$ cat src/hw/qspi_pin_pkg.sv
// Overview of operation
// - chip select falling starts, rising ends transaction
// - select low means active, accepting activity
// - deselect enters standby unless operation busy
// - deselected: inputs ignored, outputs high impedance
// - hardware reset honoured while deselected
// - inputs sampled on interface clock rising edge
// - outputs change on interface clock falling edge
// - single mode: data in line0, out line1
// - quad mode: four bidirectional lines by phase; code reads input on line0 only, drives all four lines on output
// - single mode: line2 is write protect input
// - line2 reads high when undriven
// - reset low reinitialises, returns to array read
// - reset low: all four data lines released
// - unconnected reset input reads inactive high
// - ready_busy_n low while internal operation runs
// - every transaction opens with one command byte
// - bytes travel most significant bit first
package qspi_pin_pkg;
    localparam int          CMD_BITS   = 8;
    localparam logic [2:0]  BIT_LAST   = 3'h7;
    localparam logic [3:0]  DQ_NONE    = 4'h0;
    localparam logic [3:0]  DQ_SINGLE  = 4'h2;
    localparam logic [3:0]  DQ_QUAD    = 4'hf;
    localparam logic [1:0]  NIB_LAST   = 2'h1;

    typedef enum {PH_IDLE, PH_CMD, PH_IN, PH_OUT, PH_DONE} phase_t;

    // pin group on the data lines
    typedef struct packed {
        logic [3:0] out;
        logic [3:0] oe;
    } dq_drive_t;

    // command byte and valid pulse handed to the core
    typedef struct packed {
        logic       valid;
        logic [7:0] cmd;
    } cmd_t;
endpackage

$ cat src/hw/sync2.sv
`timescale 1ns/1ps
// two flop synchroniser for one pin
module sync2 #(
    parameter logic INIT = 1'b0
) (
    input  wire logic clk,
    input  wire logic rst_b,
    input  wire logic d,
    output logic      q
);
    logic meta;

    // first stage read only by second
    always_ff @(posedge clk or negedge rst_b) begin
        if (!rst_b) begin
            meta <= INIT;
            q    <= INIT;
        end else begin
            meta <= d;
            q    <= meta;
        end
    end
endmodule

$ cat src/hw/qspi_pin_if.sv
`timescale 1ns/1ps
module qspi_pin_if
    import qspi_pin_pkg::*;
(
    input  wire logic                    clk,
    input  wire logic                    rst_b,
    input  wire logic                    cs_n_pin,
    input  wire logic                    sck_pin,
    input  wire logic                    hw_reset_n_pin,
    input  wire logic [3:0]              dq_in,
    output qspi_pin_pkg::dq_drive_t      dq_drv,
    output qspi_pin_pkg::cmd_t           cmd_out,
    output logic                         write_protect_n,
    output logic                         active,
    output logic                         ready_busy_n,
    output logic                         core_reset,
    input  wire logic                    quad_mode,
    input  wire logic                    read_phase,
    input  wire logic [7:0]              tx_byte,
    input  wire logic                    op_busy
);
    import qspi_pin_pkg::*;

    // --------------------------------------------------------------
    // pin synchronisers
    // --------------------------------------------------------------
    logic       cs_s;
    logic       sck_s;
    logic       hrst_s;
    logic [3:0] dq_s;
    logic       sck_d;

    sync2 #(.INIT(1'b1)) u_cs   (.clk(clk), .rst_b(rst_b), .d(cs_n_pin),       .q(cs_s));
    sync2 #(.INIT(1'b0)) u_sck  (.clk(clk), .rst_b(rst_b), .d(sck_pin),        .q(sck_s));
    sync2 #(.INIT(1'b1)) u_hrst (.clk(clk), .rst_b(rst_b), .d(hw_reset_n_pin), .q(hrst_s));

    genvar g;
    for (g = 0; g < 4; g++) begin : g_dq
        sync2 #(.INIT(g == 2)) u_dq (.clk(clk), .rst_b(rst_b), .d(dq_in[g]), .q(dq_s[g]));
    end

    // --------------------------------------------------------------
    // decode of edges and state
    // --------------------------------------------------------------
    logic       cs_d;
    phase_t     phase;
    logic [2:0] bit_cnt;
    logic [7:0] shreg;
    logic [7:0] txsh;
    logic       armed;

    wire sck_rise = sck_s && !sck_d;
    wire sck_fall = !sck_s && sck_d;
    wire cs_fall  = !cs_s && cs_d;
    wire cs_rise  = cs_s && !cs_d;
    // ignore while deselected, reset always honoured
    wire sel      = !cs_s && hrst_s && armed;
    wire cmd_end  = sel && sck_rise && phase == PH_CMD && bit_cnt == BIT_LAST;
    wire [7:0] next_shreg = {shreg[6:0], dq_s[0]};

    // arm only on fresh select after reset
    always_ff @(posedge clk or negedge rst_b) begin
        if (!rst_b) begin
            armed <= 1'b0;
        end else if (!hrst_s) begin
            armed <= 1'b0;
        end else if (cs_fall) begin
            armed <= 1'b1;
        end else if (cs_rise) begin
            armed <= 1'b0;
        end
    end

    always_ff @(posedge clk or negedge rst_b) begin
        if (!rst_b) begin
            cs_d  <= 1'b1;
            sck_d <= 1'b0;
        end else begin
            cs_d  <= cs_s;
            sck_d <= sck_s;
        end
    end

    // command byte phase, rising edge sampling, msb first
    always_ff @(posedge clk or negedge rst_b) begin
        if (!rst_b) begin
            phase   <= PH_IDLE;
            bit_cnt <= 3'h0;
            shreg   <= 8'h00;
        end else if (!sel) begin
            phase   <= (cs_fall && hrst_s) ? PH_CMD : PH_IDLE;
            bit_cnt <= 3'h0;
        end else if (sck_rise) begin
            case (phase)
                PH_CMD: begin
                    shreg   <= next_shreg;
                    bit_cnt <= bit_cnt + 3'h1;
                    if (bit_cnt == BIT_LAST) begin
                        phase <= PH_IN;
                    end
                end
                PH_IN: begin
                    if (read_phase) begin
                        phase <= PH_OUT;
                    end
                end
                PH_OUT:  phase <= PH_OUT;
                PH_IDLE: phase <= PH_CMD;
                default: phase <= PH_IDLE;
            endcase
        end
    end

    always_ff @(posedge clk or negedge rst_b) begin
        if (!rst_b) begin
            cmd_out <= '0;
        end else begin
            cmd_out.valid <= cmd_end;
            if (cmd_end) begin
                cmd_out.cmd <= next_shreg;
            end
        end
    end

    // --------------------------------------------------------------
    // output launch on falling edge
    // --------------------------------------------------------------
    // falling edge launch, single out on line1, quad nibbles
    wire [7:0] next_txsh = quad_mode ? {txsh[3:0], 4'h0} : {txsh[6:0], 1'b0};
    wire       drive_on  = sel && phase == PH_OUT;

    always_ff @(posedge clk or negedge rst_b) begin
        if (!rst_b) begin
            txsh   <= 8'h00;
            dq_drv <= '0;
        end else if (!drive_on) begin
            dq_drv <= '0;
            txsh   <= tx_byte;
        end else if (sck_fall) begin
            dq_drv.oe  <= quad_mode ? DQ_QUAD : DQ_SINGLE;
            dq_drv.out <= quad_mode ? txsh[7:4] : {2'b00, txsh[7], 1'b0};
            txsh       <= next_txsh;
        end
    end

    // --------------------------------------------------------------
    // status outputs
    // --------------------------------------------------------------
    // write protect level from line2 in single mode
    always_ff @(posedge clk or negedge rst_b) begin
        if (!rst_b) begin
            write_protect_n <= 1'b1;
            active          <= 1'b0;
            ready_busy_n    <= 1'b1;
            core_reset      <= 1'b1;
        end else begin
            if (!quad_mode && sel) begin
                write_protect_n <= dq_s[2];
            end
            // active while selected, busy keeps it awake
            active       <= sel || op_busy;
            ready_busy_n <= !op_busy;
            core_reset   <= !hrst_s;
        end
    end

    // --------------------------------------------------------------
    // checks
    // --------------------------------------------------------------
    // command counter must span exactly one byte
    if (CMD_BITS != 8 || int'(BIT_LAST) != CMD_BITS - 1) begin : g_cmd_width
        $error("command bit counter does not match byte width");
    end
endmodule

$ cat config.mk
export PLATFORM = sky130hd
export DESIGN_NAME = qspi_pin_if
export DESIGN_NICKNAME = d
export VERILOG_FILES = /design/src/hw/qspi_pin_pkg.sv /design/src/hw/sync2.sv /design/src/hw/qspi_pin_if.sv
export SDC_FILE = /design/constraint.sdc
export NUM_CORES = 1
export LEC_CHECK = 0
export BUFFER_PORTS_ARGS = -buffer_cell sky130_fd_sc_hd__buf_4
export CAP_MARGIN = 20
export CORE_UTILIZATION = 48
export DETAILED_ROUTE_END_ITERATION = 10
export GPL_TIMING_DRIVEN = 0
export PLACE_DENSITY = 0.74
export SLEW_MARGIN = 20
export SYNTH_ARGS = -nofsm -noshare
export SYNTH_HDL_FRONTEND = slang
export SYNTH_SLANG_ARGS = --single-unit
export TNS_END_PERCENT = 50
$ cat constraint.sdc
create_clock -name clk -period 1.5 [get_ports clk]
set_clock_uncertainty 0.2 [all_clocks]
set_input_delay 0.15 -clock clk [delete_from_list [all_inputs] [get_ports clk]]
set_output_delay 0.15 -clock clk [all_outputs]
set_load 0.02 [all_outputs]
==> results.json, run 1 <==
{
  "slew_headroom_pct": 57.5,
  "hold_class": "in -> reg",
  "final-setup-viol-count": 30,
  "max_freq_mhz": 591,
  "worstSetupPathType": "reg -> reg",
  "ys_types": 31,
  "cts_tree": "built",
  "drt-pass1-iter-count": 4,
  "numCtsBuffers": 5,
  "tightest_slew_ns": 0.637,
  "synth_area_leaders": "dfrtp_1 50%, mux2_2 13%, dfstp_2 13%",
  "hold_ws_ns": 0.0583,
  "place_congestion": 0.792,
  "clk_pin_slew_ns": 0.09,
  "die_h_um": 67.9,
  "die-area_um2": 4610,
  "grt_usage_pct": 19.0,
  "synth-seq-cells": 52,
  "hold_violations": 0,
  "dp_slack_ns": -0.203,
  "fillers": 283,
  "nets": 244,
  "cp.buffers_inverters": 0,
  "path_cells": "and3b_2 > nand2_4 > mux2_4",
  "power.leakage_uw": 0.00138,
  "antenna_found_initial": 0,
  "slowest_stage": "dfstp_2",
  "grt_pass1_wl_um": 6240,
  "final-max-slew-violation-count": 0,
  "die_w_um": 67.9,
  "crit_path_max_incr_delay_ns": 0.57,
  "crit_family": "flip-flops",
  "wl_per_cell_um": 15.2,
  "grt_max_degree": 53,
  "cp.arrival_ns": 1.67,
  "ys_seq_area_share_pct": 63.1,
  "yosysWarnings": 0,
  "cp-start-kind": "register",
  "synthArstFlopShare_pct": 100,
  "coreArea_um2": 4090,
  "yosysMostFrequentCell": "dfrtp_1",
  "finalNonFillerCells": 272,
  "drive_gt1_share_pct": 51.8,
  "yosysTopAreaCell": "dfrtp_1",
  "wl_um": 4120,
  "rsz0062_at_grt": "true",
  "violations": "negative setup slack",
  "diodes": 0,
  "htree_levels": 2,
  "ys_top_cells_by_count": "42 x dfrtp_1, 24 x mux2_2, 10 x dfstp_2, 10 x nor2_1, 9 x o21ai_0",
  "drc_errors": 0,
  "clockBufferDepth": 2,
  "cts.root.buffer_cell": "clkbuf_8",
  "finalCritPeriodShare_pct": 113,
  "post-place-cells": 242,
  "fin_ws_ns": -0.193,
  "period_minus_slack_ns": 1.69,
  "ant_nets": 0,
  "cp_max_fo": 7,
  "clock_latency_ns": 0.29,
  "placementRows": 23,
  "syn-cell-area_um2": 2080,
  "synth_cells": 154,
  "dp_hpwl_um": 2480,
  "pwr_density_cell_nw_per_um2": 913,
  "portBuffers": 38,
  "viasPerCell": 5.09,
  "syn_to_final_growth_pct": 38.7,
  "drtIter0Drc": 64,
  "synth_edf_count": 0,
  "grt_overflow": 0,
  "vias": 1385,
  "synth_nets": 177,
  "cts_sinks": 52,
  "initial_core_util_pct": 51.0,
  "p_total_uw": 2640,
  "status": "finished, violations left",
  "peakVddDrop_mv": 0.753,
  "cap_violations": 0,
  "required_ns": 1.48,
  "synth_top_area_share_pct": 50.5,
  "cp-end-kind": "register",
  "first_global_vias": 1401,
  "avgSynthCellArea_um2": 13.5,
  "synthFlopType": "dfrtp_1",
  "pin_count": 41
}
[routing by layer]
layer	track usage [%]	vias up	routed length, um
li1	-	664	-
met1	21.5	683	1720
met2	35.5	34	2230
met3	3.50	4	135
met4	6.25	0	29
met5	0	-	0
[cell families after synthesis]
group | share of synthesized area [%]
flip-flops | 63.1
XOR/XNOR | 0.420
multiplexers | 15.6
adder cells (fa/ha/maj) | 1.80
AND/OR/NAND/NOR | 9.43
AO/OA/AOI/OAI | 6.19
buffers and inverters | 3.48
[worst reg2reg max path, delay by kind of cell (launching register included)]
kind,cells,cell delay (ns)
flops,1,0.57
mux,1,0.33
simple gates,2,0.49
[registers in the layout, indices dropped and copies added, names as in the netlist, 2 cells and up]
name	count
shreg	7
g_dq.u_dq.q	2
txsh	8
dq_drv	6
cmd_out	9
phase	2
bit_cnt	3
g_dq.u_dq.meta	2
[placed cells by master (no fill, tap or decap), types with 3 or more instances in the layout]
cell           instances
a21oi_1                4
a22oi_1                3
buf_4                 47
buf_6                  4
clkbuf_8               6
dfrtp_1               39
dfrtp_2                3
dfstp_2               10
dlygate4sd3_1         15
inv_1                  3
mux2_2                17
mux2_4                 8
mux2i_1                4
nand2_1                8
nand3_1                4
nor2_1                 9
o21ai_0                4
o21ai_1                4
[layout make-up]
class / count / area [um2] / share of cell area (%)
sequential: 52 / 1320 / 45.6
buffer: 7 / 73.8 / 2.55
inverter: 4 / 15.0 / 0.519
timing repair buffer: 60 / 488 / 16.9
clock inverter: 2 / 35.0 / 1.21
tap: 50 / 62.6 / 2.16
multi-input combinational: 91 / 826 / 28.6
clock buffer: 6 / 72.6 / 2.51
[per-stage QoR]
stage / setup TNS, ns / area (um2) / utilization, %
after global routing: -5.78 / 2890 / 70.7
after detailed placement: -4.20 / 2450 / 60.0
after global placement: -3.19 / 2450 / 60.0
after CTS: -3.29 / 2800 / 68.6
final: -4.63 / 2890 / 70.7
after floorplan: -0.786 / 2100 / -
[power breakdown]
| part | total, uW | internal [uW] | leakage, uW | switching, uW |
|---|---|---|---|---|
| logic | 237 | 132 | 0.000669 | 105 |
| clock network | 920 | 495 | 0.0000552 | 425 |
| registers | 1480 | 1450 | 0.000654 | 28.5 |
[path summary, 6_finish.rpt]
check	slack (ns)	depth (start not counted)	to	from
max in group asynchronous	0.42	2	phase[0]	rst_b
min in group asynchronous	0.21	2	sck_d	rst_b
max reg2reg	-0.19	3	shreg[6]	u_hrst.q
min reg2reg	0.16	0	u_sck.q	u_sck.meta
min	0.06	4	dq_drv[2]	quad_mode
max	-0.19	3	shreg[6]	u_hrst.q
[repair_timing]
item,in CTS,in global routing
pin swaps,3,4
setup buffers,3,4
setup endpoints to repair,35,32
endpoints found under the hold margin,57,0
resized for setup,20,14
gates cloned,1,0
hold buffers,15,0
(Power assumes the default switching activity.)
==> run 2: changes to the inputs <==
GPL_TIMING_DRIVEN = default   (was 0)
==> run 2 against run 1 <==
The flow still finishes with violations (negative setup slack). Sequential share of layout area down 0.81 points. Worst hold slack lost 0.0038 ns. Routed wire length fell by 2.8%. Count of clock-buffer cells in the layout unchanged. First-iteration DRC count decreased by 30%. Via count rose by 3.0%. Utilization grew 1.1 points.
==> results.json, run 2 (synthesized netlist as in run 1, its figures left out) <==
{
  "die_h_um": 67.9,
  "cts_tree": "built",
  "drive_gt1_share_pct": 53.0,
  "clockBufferDepth": 2,
  "power.leakage_uw": 0.00140,
  "peakVddDrop_mv": 0.662,
  "rsz0062_at_grt": "true",
  "fin_ws_ns": -0.117,
  "drtIter0Drc": 45,
  "grt_max_degree": 35,
  "regMostFlops": "cmd_out",
  "viasPerCell": 5.09,
  "dp_slack_ns": -0.139,
  "die-area_um2": 4610,
  "syn_to_final_growth_pct": 40.8,
  "dp_hpwl_um": 2750,
  "cp.buffers_inverters": 0,
  "cts_sinks": 52,
  "finalCritPeriodShare_pct": 108,
  "diodes": 0,
  "nets": 252,
  "p_total_uw": 2540,
  "final-max-slew-violation-count": 0,
  "vias": 1426,
  "final_core_util_pct": 71.8,
  "drt-pass1-iter-count": 4,
  "htree_levels": 2,
  "hold_violations": 0,
  "required_ns": 1.49,
  "tns_ns": -2.06,
  "status": "finished, violations left",
  "mostFrequentLayoutCells": "57 x buf_4, 42 x dfrtp_1, 17 x mux2_2, 15 x dlygate4sd3_1",
  "numCtsBuffers": 5,
  "slew_headroom_pct": 83.0,
  "tightest_slew_ns": 0.255,
  "clock_latency_ns": 0.30,
  "final_common_cell": "buf_4",
  "wl_um": 4010,
  "clk_pin_slew_ns": 0.09,
  "period_minus_slack_ns": 1.62,
  "crit_path_max_incr_delay_ns": 0.53,
  "cp-start-kind": "register",
  "die_w_um": 67.9,
  "initial_core_util_pct": 51.0,
  "path_cells": "and3b_2 > nand2_4 > mux2_2",
  "placementRows": 23,
  "final-setup-viol-count": 31,
  "antenna_found_initial": 0,
  "wl_per_cell_um": 14.3,
  "largest_reg_flops": 9,
  "cp_max_fo": 7,
  "grt_overflow": 0,
  "cp.arrival_ns": 1.61,
  "crit_family": "flip-flops",
  "coreArea_um2": 4090,
  "cts.root.buffer_cell": "clkbuf_8",
  "worstSetupPathType": "reg -> reg",
  "pin_count": 41,
  "grt_pass1_wl_um": 6520,
  "cap_violations": 0,
  "grt_usage_pct": 19.9,
  "fillers": 276,
  "drc_errors": 0,
  "hold_class": "in -> async",
  "first_global_vias": 1444,
  "place_congestion": 0.775,
  "slowest_stage": "dfstp_2",
  "pwr_density_cell_nw_per_um2": 867,
  "max_freq_mhz": 618,
  "violations": "negative setup slack",
  "cp-end-kind": "register",
  "ant_nets": 0,
  "reg_top3": "cmd_out x9, txsh x8, shreg x7",
  "portBuffers": 38
}
==> run 2: cell count changes in the layout (fill, tap and decap cells not counted), sizes merged <==
| cell | delta |
|---|---|
| clkbuf | -1 |
| buf | +9 |
| clkinvlp | +2 |
| bufinv | -1 |
| clkinv | -1 |
==> run 2: worst paths after layout <==
| path | from | end | slack (ns) | depth (start not counted) |
|---|---|---|---|---|
| max | u_cs.q | shreg[1] | -0.12 | 3 |
| min | rst_b | txsh[7] | 0.05 | 2 |
| max reg2reg | u_cs.q | shreg[1] | -0.12 | 3 |
| min reg2reg | u_sck.meta | u_sck.q | 0.16 | 0 |
| max in group asynchronous | rst_b | g_dq[2].u_dq.q | 0.53 | 3 |
| min in group clk | quad_mode | dq_drv[2] | 0.10 | 4 |
==> run 2: timing repair <==
item,CTS,global route
hold buffers,15,0
gates cloned,1,0
buffers inserted,1,0
resized for setup,18,9
endpoints found under the setup margin,31,35
pin swaps,4,2
hold endpoints to repair,57,0
==> run 2: power breakdown <==
| group | internal (uW) | switching (uW) |
|---|---|---|
| Combinational | 141 | 107 |
| Clock | 374 | 444 |
| Sequential | 1450 | 24.1 |
| Total | 1970 | 575 |
==> run 2: per-stage QoR <==
stage | cells | hold slack [ns] | cell area, um2
finish | 280 | 0.0545 | 2930
global route | 280 | 0.0712 | 2930
global placement | 255 | -0.161 | 2560
CTS | 280 | 0.0544 | 2900
detailed placement | 255 | -0.155 | 2560
floorplan | 154 | -0.346 | 2100
==> run 2: routing by layer <==
| metal | vias to the layer above | GRT usage [%] | share of wire (%) |
|---|---|---|---|
| met1 | 705 | 24.0 | 43 |
| met3 | 6 | 6.00 | 3.8 |
| met5 | - | 0 | 0 |
| met4 | 0 | 7.03 | 1.4 |
| li1 | 682 | - | - |
| met2 | 33 | 33.8 | 52 |
==> run 2: cell type report <==
type / instances / area (um2) / area share (%)
Multi-Input combinational cell: 91 / 825 / 28.1
Inverter: 4 / 15.0 / 0.512
Sequential cell: 52 / 1310 / 44.8
Timing Repair Buffer: 75 / 621 / 21.2
Clock inverter: 2 / 15.0 / 0.512
Clock buffer: 6 / 82.6 / 2.81
Tap cell: 50 / 62.6 / 2.13
